===== config.mk =====
export PLATFORM = sky130hd
export DESIGN_NAME = acctd_top
export DESIGN_NICKNAME = d
export VERILOG_FILES = /design/src/design/acctd_pkg.sv /design/src/design/acctd_axis_if.sv /design/src/design/acctd_axis.sv /design/src/design/acctd_top.sv
export SDC_FILE = /design/constraint.sdc
export NUM_CORES = 1
export LEC_CHECK = 0
export ABC_AREA = 1
export BUFFER_PORTS_ARGS = -buffer_cell sky130_fd_sc_hd__buf_2
export CAP_MARGIN = 20
export CELL_PAD_IN_SITES_DETAIL_PLACEMENT = 1
export CELL_PAD_IN_SITES_GLOBAL_PLACEMENT = 2
export CORE_MARGIN = 5
export CORE_UTILIZATION = 33
export CTS_BUF_LIST = sky130_fd_sc_hd__clkbuf_16
export DETAILED_ROUTE_END_ITERATION = 7
export PLACE_DENSITY = 0.83
export SLEW_MARGIN = 25
export SYNTH_ARGS = -nofsm -noshare
export SYNTH_HDL_FRONTEND = slang
export SYNTH_SLANG_ARGS = --single-unit

===== constraint.sdc =====
create_clock -name clk_i -period 4.9 [get_ports clk_i]
set_clock_uncertainty 0.1 [all_clocks]
set_input_delay 0.98 -clock clk_i [delete_from_list [all_inputs] [get_ports clk_i]]
set_output_delay 0.98 -clock clk_i [all_outputs]
set_load 0.005 [all_outputs]

===== src/design/acctd_pkg.sv =====
// constants shared by the transient acceleration detector
package acctd_pkg;
    localparam int unsigned  NUM_AXES      = 3;
    localparam int unsigned  SAMPLE_W      = 14;
    localparam int unsigned  THS_W         = 7;
    localparam int unsigned  CNT_W         = 8;
    localparam int unsigned  REG_W         = 8;
    localparam int unsigned  ADR_W         = 10;
    // low-pass tracker inside the high-pass filter: fraction bits and corner shift
    localparam int unsigned  HPF_FRAC      = 6;
    localparam int unsigned  HPF_SHIFT     = 4;
    // 63 mg per threshold step against 14-bit samples at +-8 g (about 64 codes)
    localparam int unsigned  THS_SHIFT     = 6;

    // register indices; byte address is four times the index
    localparam logic [7:0]   IDX_CFG       = 8'h1D;
    localparam logic [7:0]   IDX_SRC       = 8'h1E;
    localparam logic [7:0]   IDX_THS       = 8'h1F;
    localparam logic [7:0]   IDX_COUNT     = 8'h20;
    localparam logic [7:0]   IDX_IRQ_STAT  = 8'h21;
    localparam logic [7:0]   IDX_IRQ_CLR   = 8'h22;
    localparam logic [7:0]   IDX_IRQ_EN    = 8'h23;

    // ac_event_config fields
    localparam int unsigned  CFG_HPF_BYP   = 0;
    localparam int unsigned  CFG_XEFE      = 1;
    localparam int unsigned  CFG_ELE       = 4;
    localparam logic [7:0]   CFG_MASK      = 8'h1F;
    // ac_event_source fields: axis i polarity at 2*i, flag at 2*i+1
    localparam int unsigned  SRC_EA        = 6;
    // threshold register fields
    localparam int unsigned  THS_MODE      = 7;
    // interrupt status bit
    localparam int unsigned  IRQ_EVENT     = 0;
    localparam logic [7:0]   IRQ_MASK      = 8'h01;

    localparam logic [7:0]   RST_REG       = 8'h00;
endpackage


===== src/design/acctd_axis_if.sv =====
// per-axis carrier between the detector core and one axis evaluator
interface acctd_axis_if;
    import acctd_pkg::*;
    logic                       sample_valid;
    logic signed [SAMPLE_W-1:0] sample;
    logic                       enable;
    logic                       bypass;
    logic                       clear_mode;
    logic [THS_W-1:0]           threshold;
    logic [CNT_W-1:0]           target;
    logic                       done;
    logic                       hit;
    logic                       pol;

    modport core (output sample_valid, sample, enable, bypass, clear_mode, threshold, target,
                  input done, hit, pol);
    modport axis (input sample_valid, sample, enable, bypass, clear_mode, threshold, target,
                  output done, hit, pol);
endinterface


===== src/design/acctd_axis.sv =====
// one axis: optional high-pass filter, threshold compare and debounce counter
module acctd_axis
    import acctd_pkg::*;
(
    // clock and reset
    input  wire logic clk_i,
    input  wire logic rst_i,
    input  wire logic ce_i,
    // carrier to the core
    acctd_axis_if.axis ax
);
    localparam int unsigned ACC_W = SAMPLE_W + HPF_FRAC + 1;

    logic signed [ACC_W-1:0]    lp_acc;
    logic signed [ACC_W-1:0]    diff;
    logic signed [SAMPLE_W:0]   filt;
    logic signed [SAMPLE_W:0]   data;
    logic        [SAMPLE_W:0]   mag;
    logic        [SAMPLE_W:0]   limit;
    logic                       exceeds;
    logic                       reached;
    logic        [CNT_W-1:0]    cnt;

    // the tracker follows the static offset; subtracting it leaves the ac part
    // sign bit repeated on purpose: zero extension would turn negative samples into large positive ones
    assign diff  = {ax.sample[SAMPLE_W-1], ax.sample, {HPF_FRAC{1'b0}}} - lp_acc;
    assign filt  = diff[ACC_W-1:HPF_FRAC];
    assign data  = ax.bypass ? (SAMPLE_W+1)'(ax.sample) : filt;
    assign mag   = data[SAMPLE_W] ? (SAMPLE_W+1)'(-data) : data;
    assign limit = (SAMPLE_W+1)'({ax.threshold, {THS_SHIFT{1'b0}}});
    assign exceeds = ax.enable && (mag > limit);
    assign reached = exceeds && ({1'b0, cnt} + 9'h001 >= {1'b0, ax.target});

    // filter keeps tracking while bypassed so re-enabling it does not glitch
    always_ff @(posedge clk_i) begin
        if (rst_i) begin
            lp_acc <= '0;
        end else if (ce_i && ax.sample_valid) begin
            lp_acc <= lp_acc + (diff >>> HPF_SHIFT);
        end
    end

    always_ff @(posedge clk_i) begin
        if (rst_i) begin
            cnt <= '0;
        end else if (ce_i && ax.sample_valid) begin
            if (exceeds) begin
                if (cnt != 8'hFF) begin
                    cnt <= cnt + 8'h01;
                end
            end else if (ax.clear_mode) begin
                cnt <= '0;
            end else if (cnt != 8'h00) begin
                cnt <= cnt - 8'h01;
            end
        end
    end

    always_ff @(posedge clk_i) begin
        if (rst_i) begin
            ax.done <= 1'b0;
            ax.hit  <= 1'b0;
            ax.pol  <= 1'b0;
        end else if (ce_i) begin
            ax.done <= ax.sample_valid;
            if (ax.sample_valid) begin
                ax.hit <= reached;
                ax.pol <= data[SAMPLE_W];
            end
        end
    end
endmodule


===== src/design/acctd_top.sv =====
// transient acceleration detector with wishbone registers and interrupt
module acctd_top
    import acctd_pkg::*;
(
    // clock, reset, clock enable
    input  wire logic                       clk_i,
    input  wire logic                       rst_i,
    input  wire logic                       ce_i,
    // acceleration samples, one strobe per output data period
    input  wire logic                       sample_valid_i,
    input  wire logic signed [SAMPLE_W-1:0] acc_x_i,
    input  wire logic signed [SAMPLE_W-1:0] acc_y_i,
    input  wire logic signed [SAMPLE_W-1:0] acc_z_i,
    // wishbone classic slave
    input  wire logic                       wb_cyc_i,
    input  wire logic                       wb_stb_i,
    input  wire logic                       wb_we_i,
    input  wire logic [ADR_W-1:0]           wb_adr_i,
    input  wire logic [3:0]                 wb_sel_i,
    input  wire logic [31:0]                wb_dat_i,
    output logic      [31:0]                wb_dat_o,
    output logic                            wb_ack_o,
    // interrupt
    output logic                            irq_o
);
    logic [REG_W-1:0]           ac_event_config;
    logic [REG_W-1:0]           ac_event_source;
    logic [REG_W-1:0]           ths_reg;
    logic [CNT_W-1:0]           debounce_target;
    logic [REG_W-1:0]           irq_status;
    logic [REG_W-1:0]           irq_enable;
    logic [REG_W-1:0]           next_source;
    logic [NUM_AXES-1:0]        hits;
    logic [NUM_AXES-1:0]        pols;
    logic [NUM_AXES-1:0]        dones;
    logic signed [SAMPLE_W-1:0] samples [NUM_AXES];
    logic                       access;
    logic                       wr;
    logic                       rd_src;
    logic                       eval;
    logic                       any_hit;
    logic [7:0]                 idx;

    assign samples[0] = acc_x_i;
    assign samples[1] = acc_y_i;
    assign samples[2] = acc_z_i;

    for (genvar i = 0; i < NUM_AXES; i++) begin : g_axis
        acctd_axis_if ax_if ();
        assign ax_if.sample_valid = sample_valid_i;
        assign ax_if.sample       = samples[i];
        assign ax_if.enable       = ac_event_config[CFG_XEFE+i];
        assign ax_if.bypass       = ac_event_config[CFG_HPF_BYP];
        assign ax_if.clear_mode   = ths_reg[THS_MODE];
        assign ax_if.threshold    = ths_reg[THS_W-1:0];
        assign ax_if.target       = debounce_target;
        assign hits[i]            = ax_if.hit;
        assign pols[i]            = ax_if.pol;
        assign dones[i]           = ax_if.done;
        acctd_axis u_axis (
            .clk_i (clk_i),
            .rst_i (rst_i),
            .ce_i  (ce_i),
            .ax    (ax_if.axis)
        );
    end

    // bus decode; the ack cycle is the one in which writes and read side effects land
    assign idx    = wb_adr_i[ADR_W-1:2];
    assign access = wb_cyc_i && wb_stb_i && !wb_ack_o;
    assign wr     = access && wb_we_i && wb_sel_i[0];
    assign rd_src = access && !wb_we_i && (idx == IDX_SRC);
    assign eval    = &dones;
    assign any_hit = |hits;

    always_ff @(posedge clk_i) begin
        if (rst_i) begin
            wb_ack_o <= 1'b0;
        end else if (ce_i) begin
            wb_ack_o <= access;
        end
    end

    always_ff @(posedge clk_i) begin
        if (rst_i) begin
            wb_dat_o <= '0;
        end else if (ce_i && access) begin
            unique case (idx)
                IDX_CFG:      wb_dat_o <= {24'h000000, ac_event_config};
                IDX_SRC:      wb_dat_o <= {24'h000000, ac_event_source};
                IDX_THS:      wb_dat_o <= {24'h000000, ths_reg};
                IDX_COUNT:    wb_dat_o <= {24'h000000, debounce_target};
                IDX_IRQ_STAT: wb_dat_o <= {24'h000000, irq_status};
                IDX_IRQ_EN:   wb_dat_o <= {24'h000000, irq_enable};
                default:      wb_dat_o <= '0;
            endcase
        end
    end

    always_ff @(posedge clk_i) begin
        if (rst_i) begin
            ac_event_config <= RST_REG;
            ths_reg         <= RST_REG;
            debounce_target <= RST_REG;
            irq_enable      <= RST_REG;
        end else if (ce_i && wr) begin
            if (idx == IDX_CFG) begin
                ac_event_config <= wb_dat_i[7:0] & CFG_MASK;
            end
            if (idx == IDX_THS) begin
                ths_reg <= wb_dat_i[7:0];
            end
            if (idx == IDX_COUNT) begin
                debounce_target <= wb_dat_i[7:0];
            end
            if (idx == IDX_IRQ_EN) begin
                irq_enable <= wb_dat_i[7:0] & IRQ_MASK;
            end
        end
    end

    // a read clears first, then a same-cycle evaluation sets, so no event is lost
    always_comb begin
        next_source = rd_src ? RST_REG : ac_event_source;
        if (eval) begin
            if (ac_event_config[CFG_ELE]) begin
                if (any_hit && !next_source[SRC_EA]) begin
                    next_source[SRC_EA] = 1'b1;
                    for (int i = 0; i < NUM_AXES; i++) begin
                        next_source[2*i+1] = hits[i];
                        next_source[2*i]   = hits[i] & pols[i];
                    end
                end
            end else begin
                next_source[SRC_EA] = any_hit;
                for (int i = 0; i < NUM_AXES; i++) begin
                    if (hits[i]) begin
                        next_source[2*i+1] = 1'b1;
                        next_source[2*i]   = pols[i];
                    end
                end
            end
        end
    end

    always_ff @(posedge clk_i) begin
        if (rst_i) begin
            ac_event_source <= RST_REG;
        end else if (ce_i) begin
            ac_event_source <= next_source;
        end
    end

    // sticky status: a clear and a new event in one cycle leave the bit set
    always_ff @(posedge clk_i) begin
        if (rst_i) begin
            irq_status <= RST_REG;
        end else if (ce_i) begin
            if (wr && idx == IDX_IRQ_CLR) begin
                irq_status <= irq_status & ~wb_dat_i[7:0];
            end
            if (eval && any_hit) begin
                irq_status[IRQ_EVENT] <= 1'b1;
            end
        end
    end

    assign irq_o = |(irq_status & irq_enable);
endmodule


-- Word-level counts from Yosys, hierarchy flattened
Index checks and enable logic that the tools add are counted.
Widths: inputs -> output; s select.
- output and inout bits: 34
- bits of input ports: 95
- bits in registers: 164
- $add $sub $neg: 18
- muxes and demuxes: 28
- bitwise gates (word level): 6
- eq/ne operators: 13
- order comparisons: 6
- reductions and logical operators: 40
- operators by type and width (kind ; count):
    $mux 8 ; 12
    $mux 15 ; 6
    $add 21x17->21 ; 3
    $sub 21x21->21 ; 3
    $pmux 8 s6 ; 1
    $gt 15x13->1 ; 3
    $neg 15->15 ; 3
    $eq 8x6->1 const B ; 4
    $mux 7 ; 4
    $add 8x1->9 const B ; 3
    $ge 9x8->1 ; 3
    $add 8x1->8 const B ; 3
    $eq 8x5->1 const B ; 3
    $ne 8x8->1 const B ; 3
    $reduce_bool 8->1 ; 3
    $sub 8x1->8 const B ; 3
    $logic_and 1x1->1 ; 18
    $reduce_and 2->1 ; 7
    $reduce_and 3->1 ; 3
    $reduce_bool 3->1 ; 3
    $and 8x1->8 ; 1
    $and 8x8->8 ; 1
    $not 8->8 ; 1
    $reduce_or 8->1 ; 1
    7 further kinds ; 16

-- Depth between registers and ports, before layout
- depth after elaboration: 10
- mapped depth: 36
- mapped depth without buffers: 35

-- By module
Synthesis repeated with hierarchy kept, for this count alone.
- cells, all modules: 2690
- area total of the unflattened synthesis: 16407.0 µm²
- by module, submodules not included (module ; area each (µm²) ; instances ; sequential area each (µm²) ; cells each):
    acctd_axis (g_axis[1].u_axis ...) ; 4765.8 ; 2 ; 640.6 ; 814
    acctd_axis (g_axis[0].u_axis) ; 4549.4 ; 1 ; 640.6 ; 748
    acctd_top ; 2326.0 ; 1 ; 920.9 ; 314

-- Worst setup path before layout
No wires, ideal clock.
- path kind: input to register
- from: input acc_x_i[0]
- to: register g_axis[0].u_axis.cnt[5]
- path slack: 348 ps
- arrival: 4339 ps
- path buffers: 1
- stages on the path: 34
- setup time: 113 ps
- path through: ha_1 > nand2_1 > nor2_1 > nand2_1 > nand2_2 > nand2_1 > nand3_1 > nand2_1 > inv_1 > ha_1 > nand2_1 > nor2_1 > nand3_1 > nor2_2 > nor2_1 > xor2_1 > inv_1 > ha_1 > nand2_1 > nor2_1 > inv_1 > nor2_1 > a2111oi_0 > nor2_1 > a211o_1 > nand2_1 > nand3_2 > nand2_4 > nand2_4 > nand3_4 > buf_6 > nand2_2 > nand2_1 > nor2_1
- longest elaborated chain between the ends: 8
- elaborated cells on any way between the ends: 10
- ends and longest elaborated chain (what ; RTL line ; source):
    start: declaration ; acctd_top.sv:11 ; input wire logic signed [SAMPLE_W-1:0] acc_x_i,
    $sub 21x21->21 ; acctd_axis.sv:26 ; assign diff = {ax.sample[SAMPLE_W-1], ax.sample, {HPF_FRAC{1'b0}}} - lp_acc;
    $mux 15 (*) ; acctd_axis.sv:28 ; assign data = ax.bypass ? (SAMPLE_W+1)'(ax.sample) : filt;
    $neg 15->15 ; acctd_axis.sv:29 ; assign mag = data[SAMPLE_W] ? (SAMPLE_W+1)'(-data) : data;
    $mux 15 (*) ; acctd_axis.sv:29 ;
    $gt 15x13->1 (*) ; acctd_axis.sv:31 ; assign exceeds = ax.enable && (mag > limit);
    $logic_and 1x1->1 (*) ; acctd_axis.sv:31 ;
    $ne 2x2->1 (no line) / $reduce_bool 3->1 (equally long branches) ; n/a ;
    $reduce_and 3->1 (no line) ; n/a ;
    end signal: assignment ; acctd_axis.sv:49 ; cnt <= cnt + 8'h01;
    end signal: assignment ; acctd_axis.sv:54 ; cnt <= cnt - 8'h01;
    end: declaration ; acctd_axis.sv:22 ; logic [CNT_W-1:0] cnt;
Every way passes the cells marked *; elsewhere a longest branch is shown, timed or not.
A chain may end at the register's enable or synchronous reset.

-- Final worst setup path
- from: input acc_z_i[0]
- to: register g_axis[2].u_axis.cnt[0]
- longest elaborated chain between the ends: 8
- elaborated cells on any way between the ends: 10
- ends and longest elaborated chain (what ; RTL line ; source):
    start: declaration ; acctd_top.sv:13 ; input wire logic signed [SAMPLE_W-1:0] acc_z_i,
    $sub 21x21->21 ; acctd_axis.sv:26 ;
    $mux 15 (*) ; acctd_axis.sv:28 ;
    $neg 15->15 ; acctd_axis.sv:29 ;
    $mux 15 (*) ; acctd_axis.sv:29 ;
    $gt 15x13->1 (*) ; acctd_axis.sv:31 ;
    $logic_and 1x1->1 (*) ; acctd_axis.sv:31 ;
    $ne 2x2->1 (no line) / $reduce_bool 3->1 (equally long branches) ; n/a ;
    $reduce_and 3->1 (no line) ; n/a ;
    end signal: assignment ; acctd_axis.sv:49 ;
    end signal: assignment ; acctd_axis.sv:54 ;
    end: declaration ; acctd_axis.sv:22 ;
Marked as above.

==> reports/metrics.csv <==
metric,value,unit
Static Leak,10.20,nW
placed cell count,3498,
final setup violation count,0,
max FFs per register,63,
1st-iter DRT viols,744,
Synth cell types,55,
Final period util,0.9362,
Ys Warns,0,
Seq pwr share,0.201,
min Tclk post-route,4.587,ns
f_max,218.0,MHz
remaining antenna violation count,0,
"slowest stage delay, CP",0.34,ns
Cell Rows,80,
"commonest non-fill, non-tap cell in the layout",nand2_1,
critical path class,primary input to flop,
Comb power frac,0.585,
max-cap violation count,0,
Biggest register,g_axis.u_axis.lp_acc,
"delay-heaviest family, CP",simple AND/OR/NAND/NOR gates,
Worst slew margin,0.2856,
mean area per synthesized cell,5.929,µm²
Root Buffer,clkbuf_16,
status,"complete, no violations",
CORE AREA,47550,µm²
worst skew pair latency,0.49,ns
drt pass-1 iters,5,
Vias/cell,4.998,
DRC violations left,0,
Crit-path slowest cell,ha_1,
worst-margin pin slew,1.072,ns
CP Buf/Inv Count,5,
vias post-DR,17669,
highest-count cells in the layout ignoring fill and taps,"nand2_1, inv_1, a21oi_1",
# diodes,0,
routability congestion estimate,0.8650,
CP Capture Type,flop,
vias in the first global route,18322,
clock network power share,0.214,
Layout Nets,3160,
Hold Crit Class,flop to flop,
GR Util All Layers,0.2104,
Ports,129,
Post-Syn Instances,2663,
Max IR drop VDD,0.2429,mV
Syn-to-layout area delta,19.44,%
CP required,5.19,ns
Die H,228.7,µm
Fin. Hold Viols,0,
fin. max-slew vios,0,
sequential share of the synthesized area,0.1775,
biggest regs,"g_axis.u_axis.lp_acc x63, g_axis.u_axis.cnt x24",
CP max FO,9,
largest net degree at the start of global routing,89,
Total Neg Setup Slack,0,ns
Die X,228.7,µm
startpoint types,primary input,
register bit total from synthesis,140,
Initial Util,0.3321,
synthesized cell area,15790,µm²
"Hold-fix buffers, CTS",0,
TritonCTS buffer count,17,
PD cells,349.5,nW/µm²
die area,52320,µm²
Clock H-tree levels,4,
post-DR wirelength/cell,15.82,µm
final wirelength,55940,µm
initial antenna violation count,0,
final std cells w/o fill,3535,
number of synthesized flops with an enable pin,0,
unrepaired setup endpoints after global routing,false,
CTS tree,yes,
Net Switching,3.019,mW
Pint,3.571,mW
Critical Path AT,4.88,ns
Port Buffers,75,
Clock Pin Slew Worst Setup and Hold Paths,0.07,ns
Hold WS,0.3555,ns
Post-DP HPWL,44800,µm
CTS Sinks,140,
most frequent CP cell,nand2_1,
Max Buffers Root-to-Sink,2,
"Remaining Overflow, GRT",0,
Async SR Flop Fraction,0,
most common flop cell mapped by yosys,dfxtp_1,
Switching Fraction,0.4581,
global-route wire length before repair,91310,µm
share of layout cells above drive strength 1,0.1435,
## final cells by class
cell class              instances  area, µm²
fillers                      6468      28690
multi-input cells            2023      11080
flip-flops and latches        140       2804
repair buffers                281       1937
inverters                     444       1667
well taps                     615      769.5
clock buffers                  17      425.4
clock inverters                15      172.7
## cell usage after synthesis (all sizes together) (3+ instances only)
cell type | count | area (µm²)
clkbuf | 38 | 146.4
nand3b | 8 | 60.06
nand2 | 740 | 2875
nor2 | 233 | 922.1
a211oi | 12 | 90.09
o31ai | 5 | 37.54
a21boi | 3 | 22.52
clkinv | 4 | 15.01
o21ai | 163 | 819.5
o21bai | 11 | 82.58
a31oi | 18 | 112.6
nand4 | 31 | 193.9
nand3 | 198 | 1046
fa | 3 | 60.06
xnor2 | 20 | 175.2
or2 | 13 | 81.33
and2 | 15 | 96.34
a221oi | 5 | 43.79
and3 | 3 | 18.77
inv | 440 | 1652
dfxtp | 140 | 2803
nor3 | 42 | 215.2
a21oi | 216 | 1085
o211ai | 7 | 52.55
ha | 155 | 1939
xor2 | 77 | 674.4
buf | 43 | 316.6
nor4 | 4 | 25.02
## worst min-delay path, delay by kind of cell, from the launching register on
family	cells	cell delay, ns
AOI/OAI and AO/OA	1	0.05
buffers and inverters	1	0.07
DFF	1	0.30
## repair_timing
item,4_1_cts,5_1_grt
gates resized for setup,0,29
setup buffers,0,3
endpoints found under the setup margin,0,24
## path summary, 6_finish.rpt
kind         depth (start not counted)                                    to  slack (ns)                                     from
max                                 31  g_axis[2].u_axis.cnt[0]$_SDFFE_PP0P_        0.31                               acc_z_i[0]
min reg2reg                          2            irq_status[7]$_SDFFE_PP0P_        0.36               irq_status[7]$_SDFFE_PP0P_
max reg2reg                         31  g_axis[2].u_axis.cnt[0]$_SDFFE_PP0P_        0.48  g_axis[2].u_axis.lp_acc[8]$_SDFFE_PP0P_
min                                  2            irq_status[7]$_SDFFE_PP0P_        0.36               irq_status[7]$_SDFFE_PP0P_
## through the flow
step | total power, mW | setup slack, ns | area (µm²) | utilization
6_report | 6.590 | 0.3127 | 18860 | 0.3966
4_1_cts | 6.588 | 0.1746 | 18700 | 0.3934
5_1_grt | 7.207 | 0.0003721 | 18860 | 0.3966
2_1_floorplan | 3.895 | 0.3481 | 15880 | -
3_3_place_gp | 4.923 | -0.2120 | 18100 | 0.3808
3_5_place_dp | 5.122 | -0.2956 | 18100 | 0.3808
## logic make-up (layout without fill, tap and decap cells)
group | Yosys count | after routing | share of synthesized area
DFF | 140 | 140 | 0.1775
buffers and inverters | 525 | 757 | 0.1349
adders and majority gates | 158 | 158 | 0.1266
and+or+nand+nor | 1289 | 1291 | 0.3516
other | 1 | 24 | 0.0002375
xor gates and xnor gates | 97 | 97 | 0.05381
AOI/OAI and AO/OA | 453 | 453 | 0.1553
## layer usage
layer / global-route usage / share of wire
met1: 0.2669 / 0.47
met2: 0.3782 / 0.49
met3: 0.02807 / 0.026
met4: 0.05010 / 0.014
met5: 0 / 0
## power groups by stage
stage / Sequential [mW] / Combinational, mW / Clock [mW]
after floorplan: 1.32 / 2.57 / 0
after global placement: 1.34 / 3.58 / 0
after detailed placement: 1.35 / 3.77 / 0
after CTS: 1.32 / 3.81 / 1.45
after global routing: 1.34 / 4.37 / 1.50
final: 1.32 / 3.86 / 1.41
Note: power is estimated with default switching activity, not from simulation.
